File: config.mk
export PLATFORM = sky130hd
export DESIGN_NAME = aopm_top
export DESIGN_NICKNAME = d
export VERILOG_FILES = /design/src/hdl/aopm_pkg.sv /design/src/hdl/aopm_fifo.sv /design/src/hdl/aopm_top.sv
export SDC_FILE = /design/constraint.sdc
export NUM_CORES = 1
export LEC_CHECK = 0
export BUFFER_PORTS_ARGS = -buffer_cell sky130_fd_sc_hd__buf_2
export CAP_MARGIN = 20
export CORE_AREA = 2 2 189 191
export CTS_BUF_LIST = sky130_fd_sc_hd__clkbuf_4 sky130_fd_sc_hd__clkbuf_8 sky130_fd_sc_hd__clkbuf_16
export DETAILED_ROUTE_END_ITERATION = 16
export DIE_AREA = 0 0 191 193
export PLACE_DENSITY = 0.8
export SLEW_MARGIN = 20
export SYNTH_ARGS = -nofsm -noshare
export SYNTH_HDL_FRONTEND = slang
export SYNTH_HIERARCHICAL = 1
export SYNTH_SLANG_ARGS = --single-unit
File: constraint.sdc
create_clock -name ref_clk -period 17.6 [get_ports ref_clk]
set_input_delay 2.64 -clock ref_clk [delete_from_list [all_inputs] [get_ports ref_clk]]
set_output_delay 2.64 -clock ref_clk [all_outputs]
set_load 0.02 [all_outputs]
File: src/hdl/aopm_pkg.sv
`default_nettype none

package aopm_pkg;

   // Timing
   localparam int unsigned CLK_HZ = 20_000_000;
   localparam int unsigned POWER_DOWN_N_SETTLE_US = 100;
   localparam int unsigned SHDN_SETTLE_MS = 13;
   // Least times round up to whole cycles
   localparam int unsigned POWER_DOWN_N_SETTLE_CYC =
      (POWER_DOWN_N_SETTLE_US * CLK_HZ + 999_999) / 1_000_000;
   localparam int unsigned SHDN_SETTLE_CYC =
      (SHDN_SETTLE_MS * CLK_HZ + 999) / 1000;
   localparam int WAIT_W = 19;

   // Data path
   localparam int WORD_W = 16;
   localparam int NCH = 8;
   localparam int CH_W = 3;
   localparam int FIFO_DEPTH = 8;
   localparam int CNT_W = 6;
   localparam int BYTE_W = 8;
   localparam int SER_BITS_PER_CH = 16;
   localparam int SER_GROUP_TWO_BASE = 4;

   // Data pin positions
   localparam int DB_TOP = 15;
   localparam int DB_BIT14 = 14;
   localparam int DB_SER_GROUP_TWO = 8;
   localparam int DB_SER_GROUP_ONE = 7;

   // Synchronised pin vector positions
   localparam int PIN_CS = 0;
   localparam int PIN_RD = 1;
   localparam int PIN_SEL = 2;
   localparam int PIN_PD = 3;
   localparam int PIN_RANGE = 4;
   localparam int PIN_ST1 = 5;
   localparam int PIN_ST2 = 6;
   localparam int PIN_TOP = 7;
   localparam int PIN_B14 = 8;
   localparam int PIN_RST = 9;
   localparam int PIN_W = 10;
   // Idle pin levels: strobes and power-down high
   localparam logic [PIN_W-1:0] PIN_IDLE = 10'h00b;

   typedef enum logic [2:0] {
      AOPM_ON,
      AOPM_POWER_DOWN_N,
      AOPM_SHDN,
      AOPM_WAKE_POWER_DOWN_N,
      AOPM_WAKE_SHDN,
      AOPM_NEED_RESET
   } aopm_pwr_t;

   typedef enum logic [1:0] {
      AOPM_PAR,
      AOPM_BYTE,
      AOPM_SER
   } aopm_mode_t;

   typedef struct packed {
      logic [PIN_W-1:0] meta;
      logic [PIN_W-1:0] sync;
      logic prev_cs;
      logic prev_rd;
      logic prev_st1;
      logic prev_st2;
      aopm_pwr_t pwr;
      logic [WAIT_W-1:0] wait_cnt;
      logic grp_one;
      logic grp_two;
      logic busy;
      logic start_conv;
      logic start_rejected;
      logic frame;
      logic [CNT_W-1:0] rd_cnt;
      logic [CH_W-1:0] ld_idx;
      logic [NCH-1:0][WORD_W-1:0] bank;
      logic [WORD_W-1:0] db_out;
      logic [WORD_W-1:0] db_oe_n;
      logic first_data;
      logic first_data_oe_n;
      logic frontend_on;
      logic reference_on;
   } aopm_state_t;

   localparam aopm_state_t ST_RESET = '{
      meta: PIN_IDLE,
      sync: PIN_IDLE,
      prev_cs: 1'b1,
      prev_rd: 1'b1,
      prev_st1: 1'b0,
      prev_st2: 1'b0,
      pwr: AOPM_ON,
      wait_cnt: '0,
      grp_one: 1'b0,
      grp_two: 1'b0,
      busy: 1'b0,
      start_conv: 1'b0,
      start_rejected: 1'b0,
      frame: 1'b0,
      rd_cnt: '0,
      ld_idx: '0,
      bank: '0,
      db_out: '0,
      db_oe_n: '1,
      first_data: 1'b0,
      first_data_oe_n: 1'b1,
      frontend_on: 1'b1,
      reference_on: 1'b1
   };

endpackage

`default_nettype wire

File: src/hdl/aopm_fifo.sv
`default_nettype none

module aopm_fifo #(
   parameter int W = 16,
   parameter int D = 8
) (
   // Clock and reset
   input wire logic clk,
   input wire logic rst_n,
   // Fill side
   input wire logic in_valid,
   output logic in_ready,
   input wire logic [W-1:0] in_data,
   // Drain side
   output logic out_valid,
   input wire logic out_ready,
   output logic [W-1:0] out_data
);
   // Pointers wrap naturally, so D must be a power of two
   localparam int AW = $clog2(D);
   localparam logic [AW:0] FULL_CNT = (AW+1)'(D);

   typedef struct packed {
      logic [D-1:0][W-1:0] mem;
      logic [AW-1:0] wr;
      logic [AW-1:0] rd;
      logic [AW:0] cnt;
      logic full;
      logic empty;
   } aopm_fifo_t;

   aopm_fifo_t st;
   aopm_fifo_t next_st;
   logic push;
   logic pop;

   always_comb begin
      push = in_valid && !st.full;
      pop = out_ready && !st.empty;
      next_st = st;
      if (push) begin
         next_st.mem[st.wr] = in_data;
         next_st.wr = AW'(st.wr + 1'b1);
      end
      if (pop) begin
         next_st.rd = AW'(st.rd + 1'b1);
      end
      next_st.cnt = (AW+1)'(st.cnt + {{AW{1'b0}}, push}
                            - {{AW{1'b0}}, pop});
      next_st.full = next_st.cnt == FULL_CNT;
      next_st.empty = next_st.cnt == '0;
   end

   always_ff @(posedge clk or negedge rst_n) begin
      if (!rst_n) begin
         st <= '{mem: '0, wr: '0, rd: '0, cnt: '0,
                 full: 1'b0, empty: 1'b1};
      end else begin
         st <= next_st;
      end
   end

   assign in_ready = !st.full;
   assign out_valid = !st.empty;
   assign out_data = st.mem[st.rd];

endmodule

`default_nettype wire

File: src/hdl/aopm_top.sv
// Summary of operation
// - Parallel mode: top pin drives result MSB
// - Selector high: top pin picks serial/byte
// - Parallel mode: second pin drives bit 14
// - Byte mode: bit-14 pin selects byte order
// - Parallel drives bits 13-9; serial: host low
// - Parallel mode: pin 8 drives bit 8
// - Byte mode: pin 8 always high impedance
// - Serial mode: pin 8 carries channels 5-8
// - Parallel mode: pin 7 drives bit 7
// - Byte mode: pin 7 is byte MSB
// - Serial mode: pin 7 carries channels 1-4
// - Parallel drives bits 6-0; serial: host low
// - Byte mode: two reads per channel word
// - Power-down low, range high: enter standby
// - Power-down low, range low: enter shutdown
// - Two start inputs sample two channel groups
// - Starts ignored while busy is high
// - Chip select rise floats, fall opens frame
`default_nettype none

module aopm_top
   import aopm_pkg::*;
#(
   parameter int unsigned SHDN_WAIT_CYC = aopm_pkg::SHDN_SETTLE_CYC
) (
   // Clock and reset
   input wire logic ref_clk,
   input wire logic reset_n,
   // Host control pins
   input wire logic cs_n,
   input wire logic rd_n,
   input wire logic interface_selector,
   input wire logic power_down_n,
   input wire logic range_sel,
   input wire logic sample_start_group_one,
   input wire logic sample_start_group_two,
   input wire logic conv_reset,
   // Shared data pins
   input wire logic [aopm_pkg::WORD_W-1:0] db_in,
   output logic [aopm_pkg::WORD_W-1:0] db_out,
   output logic [aopm_pkg::WORD_W-1:0] db_oe_n,
   // First channel indicator pin
   output logic first_data,
   output logic first_data_oe_n,
   // Conversion status
   output logic busy,
   output logic start_rejected,
   // Converter core
   output logic convert_start,
   input wire logic convert_done,
   input wire logic result_valid,
   input wire logic [aopm_pkg::WORD_W-1:0] result_data,
   output logic result_ready,
   // Power control
   output logic frontend_on,
   output logic reference_on
);
   import aopm_pkg::*;

   localparam logic [WAIT_W-1:0] POWER_DOWN_N_LOAD =
      WAIT_W'(POWER_DOWN_N_SETTLE_CYC - 1);
   localparam logic [WAIT_W-1:0] SHDN_LOAD =
      WAIT_W'(SHDN_WAIT_CYC - 1);

   aopm_state_t st;
   aopm_state_t next_st;
   logic rst_meta;
   logic rst_n;
   logic fifo_valid;
   logic fifo_pop;
   logic [WORD_W-1:0] fifo_data;

   function automatic logic rise(input logic cur, input logic prev);
      return cur && !prev;
   endfunction

   function automatic aopm_mode_t decode_mode(input logic sel,
                                              input logic top);
      if (!sel) begin
         return AOPM_PAR;
      end else if (top) begin
         return AOPM_BYTE;
      end else begin
         return AOPM_SER;
      end
   endfunction

   function automatic logic [BYTE_W-1:0] pick_byte(
      input logic [WORD_W-1:0] word,
      input logic second,
      input logic hi_first);
      if (second == hi_first) begin
         return word[BYTE_W-1:0];
      end else begin
         return word[WORD_W-1:BYTE_W];
      end
   endfunction

   function automatic logic ser_bit(
      input logic [NCH-1:0][WORD_W-1:0] bank,
      input logic [CH_W-1:0] ch,
      input logic [3:0] pos);
      logic [3:0] bit_idx;
      bit_idx = 4'hf - pos;
      return bank[ch][bit_idx];
   endfunction

   // Reset release through two flip-flops
   always_ff @(posedge ref_clk or negedge reset_n) begin
      if (!reset_n) begin
         rst_meta <= 1'b0;
         rst_n <= 1'b0;
      end else begin
         rst_meta <= 1'b1;
         rst_n <= rst_meta;
      end
   end

   // Results queue between converter core and output port
   aopm_fifo #(
      .W(WORD_W),
      .D(FIFO_DEPTH)
   ) u_fifo (
      .clk(ref_clk),
      .rst_n(rst_n),
      .in_valid(result_valid),
      .in_ready(result_ready),
      .in_data(result_data),
      .out_valid(fifo_valid),
      .out_ready(fifo_pop),
      .out_data(fifo_data)
   );

   always_comb begin
      logic cs_fall;
      logic cs_rise;
      logic rd_rise;
      logic rd_fall;
      logic st1_rise;
      logic st2_rise;
      logic ready;
      logic reading;
      logic [CH_W-1:0] ch;
      aopm_mode_t mode;
      logic [WORD_W-1:0] word;
      cs_fall = 1'b0;
      cs_rise = 1'b0;
      rd_rise = 1'b0;
      rd_fall = 1'b0;
      st1_rise = 1'b0;
      st2_rise = 1'b0;
      ready = 1'b0;
      reading = 1'b0;
      ch = '0;
      mode = AOPM_PAR;
      word = '0;
      next_st = st;
      fifo_pop = 1'b0;

      // Pins pass two flip-flops before any logic looks at them
      next_st.meta = {conv_reset, db_in[DB_BIT14], db_in[DB_TOP],
                      sample_start_group_two, sample_start_group_one,
                      range_sel, power_down_n, interface_selector,
                      rd_n, cs_n};
      next_st.sync = st.meta;
      next_st.prev_cs = st.sync[PIN_CS];
      next_st.prev_rd = st.sync[PIN_RD];
      next_st.prev_st1 = st.sync[PIN_ST1];
      next_st.prev_st2 = st.sync[PIN_ST2];

      cs_fall = rise(st.prev_cs, st.sync[PIN_CS]);
      cs_rise = rise(st.sync[PIN_CS], st.prev_cs);
      rd_fall = rise(st.prev_rd, st.sync[PIN_RD]);
      rd_rise = rise(st.sync[PIN_RD], st.prev_rd);
      st1_rise = rise(st.sync[PIN_ST1], st.prev_st1);
      st2_rise = rise(st.sync[PIN_ST2], st.prev_st2);
      mode = decode_mode(st.sync[PIN_SEL], st.sync[PIN_TOP]);

      next_st.start_conv = 1'b0;
      next_st.start_rejected = 1'b0;

      // Power state; entry overrides whatever is in progress
      if (!st.sync[PIN_PD]) begin
         if (st.sync[PIN_RANGE]) begin
            next_st.pwr = AOPM_POWER_DOWN_N;
         end else begin
            next_st.pwr = AOPM_SHDN;
         end
         next_st.grp_one = 1'b0;
         next_st.grp_two = 1'b0;
         next_st.busy = 1'b0;
      end else begin
         case (st.pwr)
            AOPM_ON: begin
               if (st.sync[PIN_RST]) begin
                  next_st.grp_one = 1'b0;
                  next_st.grp_two = 1'b0;
                  next_st.busy = 1'b0;
               end
            end
            AOPM_POWER_DOWN_N: begin
               next_st.pwr = AOPM_WAKE_POWER_DOWN_N;
               next_st.wait_cnt = POWER_DOWN_N_LOAD;
            end
            AOPM_SHDN: begin
               next_st.pwr = AOPM_WAKE_SHDN;
               next_st.wait_cnt = SHDN_LOAD;
            end
            AOPM_WAKE_POWER_DOWN_N: begin
               if (st.wait_cnt == '0) begin
                  next_st.pwr = AOPM_ON;
               end else begin
                  next_st.wait_cnt = WAIT_W'(st.wait_cnt - 1'b1);
               end
            end
            AOPM_WAKE_SHDN: begin
               if (st.wait_cnt == '0) begin
                  next_st.pwr = AOPM_NEED_RESET;
               end else begin
                  next_st.wait_cnt = WAIT_W'(st.wait_cnt - 1'b1);
               end
            end
            AOPM_NEED_RESET: begin
               if (st.sync[PIN_RST]) begin
                  next_st.pwr = AOPM_ON;
               end
            end
            default: begin
               next_st.pwr = AOPM_SHDN;
            end
         endcase
      end

      // Sampling control
      ready = st.pwr == AOPM_ON && st.sync[PIN_PD] && !st.sync[PIN_RST];
      if (st1_rise || st2_rise) begin
         if (!ready) begin
            next_st.start_rejected = 1'b1;
         end else if (!st.busy) begin
            if (st1_rise) begin
               next_st.grp_one = 1'b1;
            end
            if (st2_rise) begin
               next_st.grp_two = 1'b1;
            end
         end
      end
      // Conversion starts once both groups are held
      if (ready && !st.busy && next_st.grp_one && next_st.grp_two) begin
         next_st.busy = 1'b1;
         next_st.start_conv = 1'b1;
         next_st.grp_one = 1'b0;
         next_st.grp_two = 1'b0;
      end else if (st.busy && convert_done && ready) begin
         next_st.busy = 1'b0;
      end

      // Results move into the read bank only between frames, so the
      // bank holds still while a frame is open; the queue absorbs a
      // conversion that lands while the host is reading.
      if (fifo_valid && !st.frame) begin
         fifo_pop = 1'b1;
         next_st.bank[st.ld_idx] = fifo_data;
         next_st.ld_idx = CH_W'(st.ld_idx + 1'b1);
      end

      // Output frame
      if (cs_fall) begin
         next_st.frame = 1'b1;
         next_st.rd_cnt = '0;
      end else if (cs_rise) begin
         next_st.frame = 1'b0;
      end else if (st.frame) begin
         if ((mode == AOPM_SER) ? rd_fall : rd_rise) begin
            next_st.rd_cnt = CNT_W'(st.rd_cnt + 1'b1);
         end
      end

      // Pin drive; every pin floats unless the mode claims it
      reading = next_st.frame && !st.sync[PIN_RD];
      next_st.db_out = '0;
      next_st.db_oe_n = '1;
      next_st.first_data = 1'b0;
      next_st.first_data_oe_n = !next_st.frame;
      case (mode)
         AOPM_PAR: begin
            ch = next_st.rd_cnt[CH_W-1:0];
            word = next_st.bank[ch];
            if (reading) begin
               next_st.db_out = word;
               next_st.db_oe_n = '0;
            end
            next_st.first_data = next_st.frame && ch == '0
                                 && next_st.rd_cnt < CNT_W'(NCH);
         end
         AOPM_BYTE: begin
            // Top and bit-14 pins stay inputs; pin 8 stays floating
            ch = next_st.rd_cnt[CH_W:1];
            word = next_st.bank[ch];
            if (reading) begin
               next_st.db_out[BYTE_W-1:0] =
                  pick_byte(word, next_st.rd_cnt[0],
                            st.sync[PIN_B14]);
               next_st.db_oe_n[BYTE_W-1:0] = '0;
            end
            next_st.first_data = next_st.frame && next_st.rd_cnt < 6'h02;
         end
         AOPM_SER: begin
            // Byte-order and unused data pins are held low by the host
            ch = CH_W'(next_st.rd_cnt[CNT_W-1:4]);
            if (next_st.frame) begin
               next_st.db_out[DB_SER_GROUP_ONE] =
                  ser_bit(next_st.bank, ch,
                          next_st.rd_cnt[3:0]);
               next_st.db_out[DB_SER_GROUP_TWO] =
                  ser_bit(next_st.bank,
                          CH_W'(ch + CH_W'(SER_GROUP_TWO_BASE)),
                          next_st.rd_cnt[3:0]);
               next_st.db_oe_n[DB_SER_GROUP_ONE] = 1'b0;
               next_st.db_oe_n[DB_SER_GROUP_TWO] = 1'b0;
            end
            next_st.first_data = next_st.frame
               && next_st.rd_cnt < CNT_W'(SER_BITS_PER_CH);
         end
         default: begin
            next_st.db_oe_n = '1;
         end
      endcase

      next_st.frontend_on = next_st.pwr == AOPM_ON;
      next_st.reference_on = next_st.pwr != AOPM_SHDN;
   end

   always_ff @(posedge ref_clk or negedge rst_n) begin
      if (!rst_n) begin
         st <= ST_RESET;
      end else begin
         st <= next_st;
      end
   end

   assign db_out = st.db_out;
   assign db_oe_n = st.db_oe_n;
   assign first_data = st.first_data;
   assign first_data_oe_n = st.first_data_oe_n;
   assign busy = st.busy;
   assign start_rejected = st.start_rejected;
   assign convert_start = st.start_conv;
   assign frontend_on = st.frontend_on;
   assign reference_on = st.reference_on;

endmodule

`default_nettype wire

==> flow_summary.yaml <==
cts:
  cts_setup_buffers: 0
  clk_pin_slew_ps: 60
  cts-htree-levels: 2
  cts_tree: "done"
  cts_buffer_depth: 3
  clock_latency_ps: 560
  cts-buffers-inserted: 38
  cts_resized: 0
  clock-root-buffer: "clkbuf_16"
  cts_hold_buf: 0
  cts_sinks: 355
die:
  dieArea_mm2: 0.0369
  die_x_um: 191
  die_h_um: 193
  initial_core_util_pct: 53.1
  rows: 69
  core-area_mm2: 0.0350
  boundaryPins: 84
logic_synthesis:
  yosysMostFrequentCell: "dfrtp_1"
  ys_async_sr_fraction_pct: 100
  syn_area_per_cell_um2: 11.2
  mappedNetlistArea_mm2: 0.0186
  synthFlopType: "dfrtp_1"
  synth-seq-area-share_pct: 48.0
  synth-seq-cells: 355
  yosys-top-cells-count: "dfrtp_1 (339), mux2_2 (183), nand2_1 (144)"
  synthDistinctLibCells: 80
  syn_nets: 1707
  netlist.area_leader.share_pct: 45.7
  synth_area_leaders: "dfrtp_1 (46%), mux2_2 (11%), mux2i_1 (4.8%)"
  yosys_warnings: 6
  synth_cells: 1652
  yosysTopAreaCell: "dfrtp_1"
  synth_edf_count: 0
worst_setup_path:
  path_class: "flop to flop"
  cp.required_ps: 17960
  critPathCaptureType: "flop"
  worstPathMaxFanout: 55
  cp_data_arrival_time_ps: 4780
  critPathLaunchType: "flop"
  rrSetupSlack_ps: 13180
cells_and_area:
  utilization_pct: 58.3
  final_cells: 2144
  diodes: 0
  drive_gt1_share_pct: 27.8
  area_growth_pct: 9.94
  final_nets: 1708
routing:
  final_antenna_net_count: 0
  drtIter0Drc: 1202
  drcViolationCount: 0
  first_pass_iters: 6
  vias: 13300
  finalWirelength_mm: 45.5
  via_per_inst: 6.19
  post_drt_wl_per_cell_um: 21.2
sta:
  clock_skew_ps: 18.1
  tns_ps: 0
  post-route-min-period_ps: 4420
  fin_crit_sh_pct: 25.1
  rsz0062_at_grt: "no"
  setup_viol: 0
  fmax_mhz: 226
  relSlewSlack_pct: 22.8
  tightest_slew_ps: 1160
  layout_setup_ws_ps: 13180
  slew_viol_final: 0
  hold_viol: 0
grt:
  antenna_found_initial: 2
  grt_first_pass_wirelength_mm: 73.2
  grt_pass1_vias: 13500
  grt_max_degree: 93
  grt-ovfl-total: 0
  track_usage_pct: 25.3
power:
  powerDensity_mw_per_mm2: 179
  p_leak_nw: 9.66
  vdd_drop_max_v: 0.0000938
placed_design:
  gp_congestion: 0.875
  numPortBuffers: 69
  place_ws_ps: 12820
  place_hpwl_mm: 27.5
  dpl.cell_count: 2072
run_status:
  status: "finished clean"
worst_hold_path:
  worstHoldPathType: "flop to flop"
run:
  max_cap_viol_count: 0
## layout by cell type, fill, tap and decap left out, types with 6 or more instances in the layout
| cell type | n |
|---|---|
| dfrtp_1 | 337 |
| mux2_2 | 183 |
| nand2_1 | 143 |
| nor2_1 | 124 |
| inv_1 | 88 |
| mux2i_1 | 87 |
| o211ai_1 | 81 |
| buf_2 | 69 |
| a21oi_1 | 63 |
| nor3_1 | 43 |
| o21ai_0 | 41 |
| mux4_2 | 39 |
| clkbuf_16 | 38 |
| a211oi_1 | 33 |
| mux2_4 | 30 |
| nand3_1 | 23 |
| buf_4 | 22 |
| a31oi_1 | 16 |
| dfstp_2 | 16 |
| a311oi_1 | 13 |
| clkbuf_8 | 13 |
| nor2b_1 | 11 |
| ha_1 | 10 |
| a22oi_1 | 9 |
| o311ai_0 | 9 |
| xnor2_1 | 8 |
| or3_1 | 8 |
| nor4_1 | 7 |
| and2_1 | 6 |
## registers in the layout (all words and copies together), names as in the netlist, 4 cells and up
| register | flops |
|---|---|
| st | 172 |
| db_out | 16 |
| db_oe_n | 4 |
| next_st | 14 |
| u_fifo/st | 140 |
## logic make-up after synthesis
logic type | count (synthesis) | synth area share [%]
simple gates | 401 | 10.2
flops | 355 | 48.0
mux | 343 | 23.3
compound gates | 303 | 11.2
buf+inv | 226 | 5.95
xor+xnor | 12 | 0.668
fa+ha+maj | 11 | 0.782
other cells | 1 | 0.0202
## per-stage QoR
stage / hold slack, ps / total power, mW / instance area, um^2
floorplan: 331 / 2.39 / 18600
global placement: 334 / 2.67 / 19000
detailed placement: 336 / 2.74 / 19000
CTS: 349 / 3.65 / 20400
global route: 355 / 3.85 / 20400
finish: 346 / 3.66 / 20400
## power breakdown
group | internal [mW] | switching (mW)
sequential | 1.14 | 0.170
combinational | 0.662 | 0.804
clock | 0.536 | 0.348
total | 2.33 | 1.32
## worst max-delay path, stage by stage, from the launching register on
cell and delay [ps]:
dfstp_2 560, nor2b_1 230, a21oi_4 120, o31a_1 340, o21ai_4 810, buf_4 640
mux2_2 430, a22o_1 230, a221oi_1 300, o2bb2ai_1 140, o21ai_0 200, o211ai_1 190
## worst paths after layout
| kind | from | end | cells after the start |
|---|---|---|---|
| setup / recovery | next_st[203]$_DFF_PN1_ | db_out[8]$_DFF_PN0_ | 11 |
| hold / removal | rst_meta$_DFF_PN0_ | rst_n$_DFF_PN0_ | 0 |
| setup reg to reg | next_st[203]$_DFF_PN1_ | db_out[8]$_DFF_PN0_ | 11 |
| hold reg to reg | rst_meta$_DFF_PN0_ | rst_n$_DFF_PN0_ | 0 |
| max in group asynchronous | rst_n$_DFF_PN0_ | u_fifo/st[34]$_DFFE_PN0P_ | 2 |
| min in group asynchronous | rst_n$_DFF_PN0_ | st[55]$_DFF_PN0_ | 0 |
## per-layer routing
metal / global-route usage (%) / routed length [um] / up-vias
met5: 0 / 21 / -
met4: 12.8 / 2010 / 4
met3: 5.05 / 3720 / 149
met2: 40.6 / 21500 / 639
met1: 32.9 / 18200 / 6585
li1: - / - / 5895
## layout make-up
class | count | area, um^2
Clock inverter | 16 | 258
Multi-Input combinational cell | 1071 | 8590
Inverter | 92 | 350
Fill cell | 2682 | 14600
Tap cell | 461 | 577
Timing Repair Buffer | 95 | 559
Sequential cell | 355 | 8910
Clock buffer | 54 | 1150
Power figures use the tool's default switching activity.
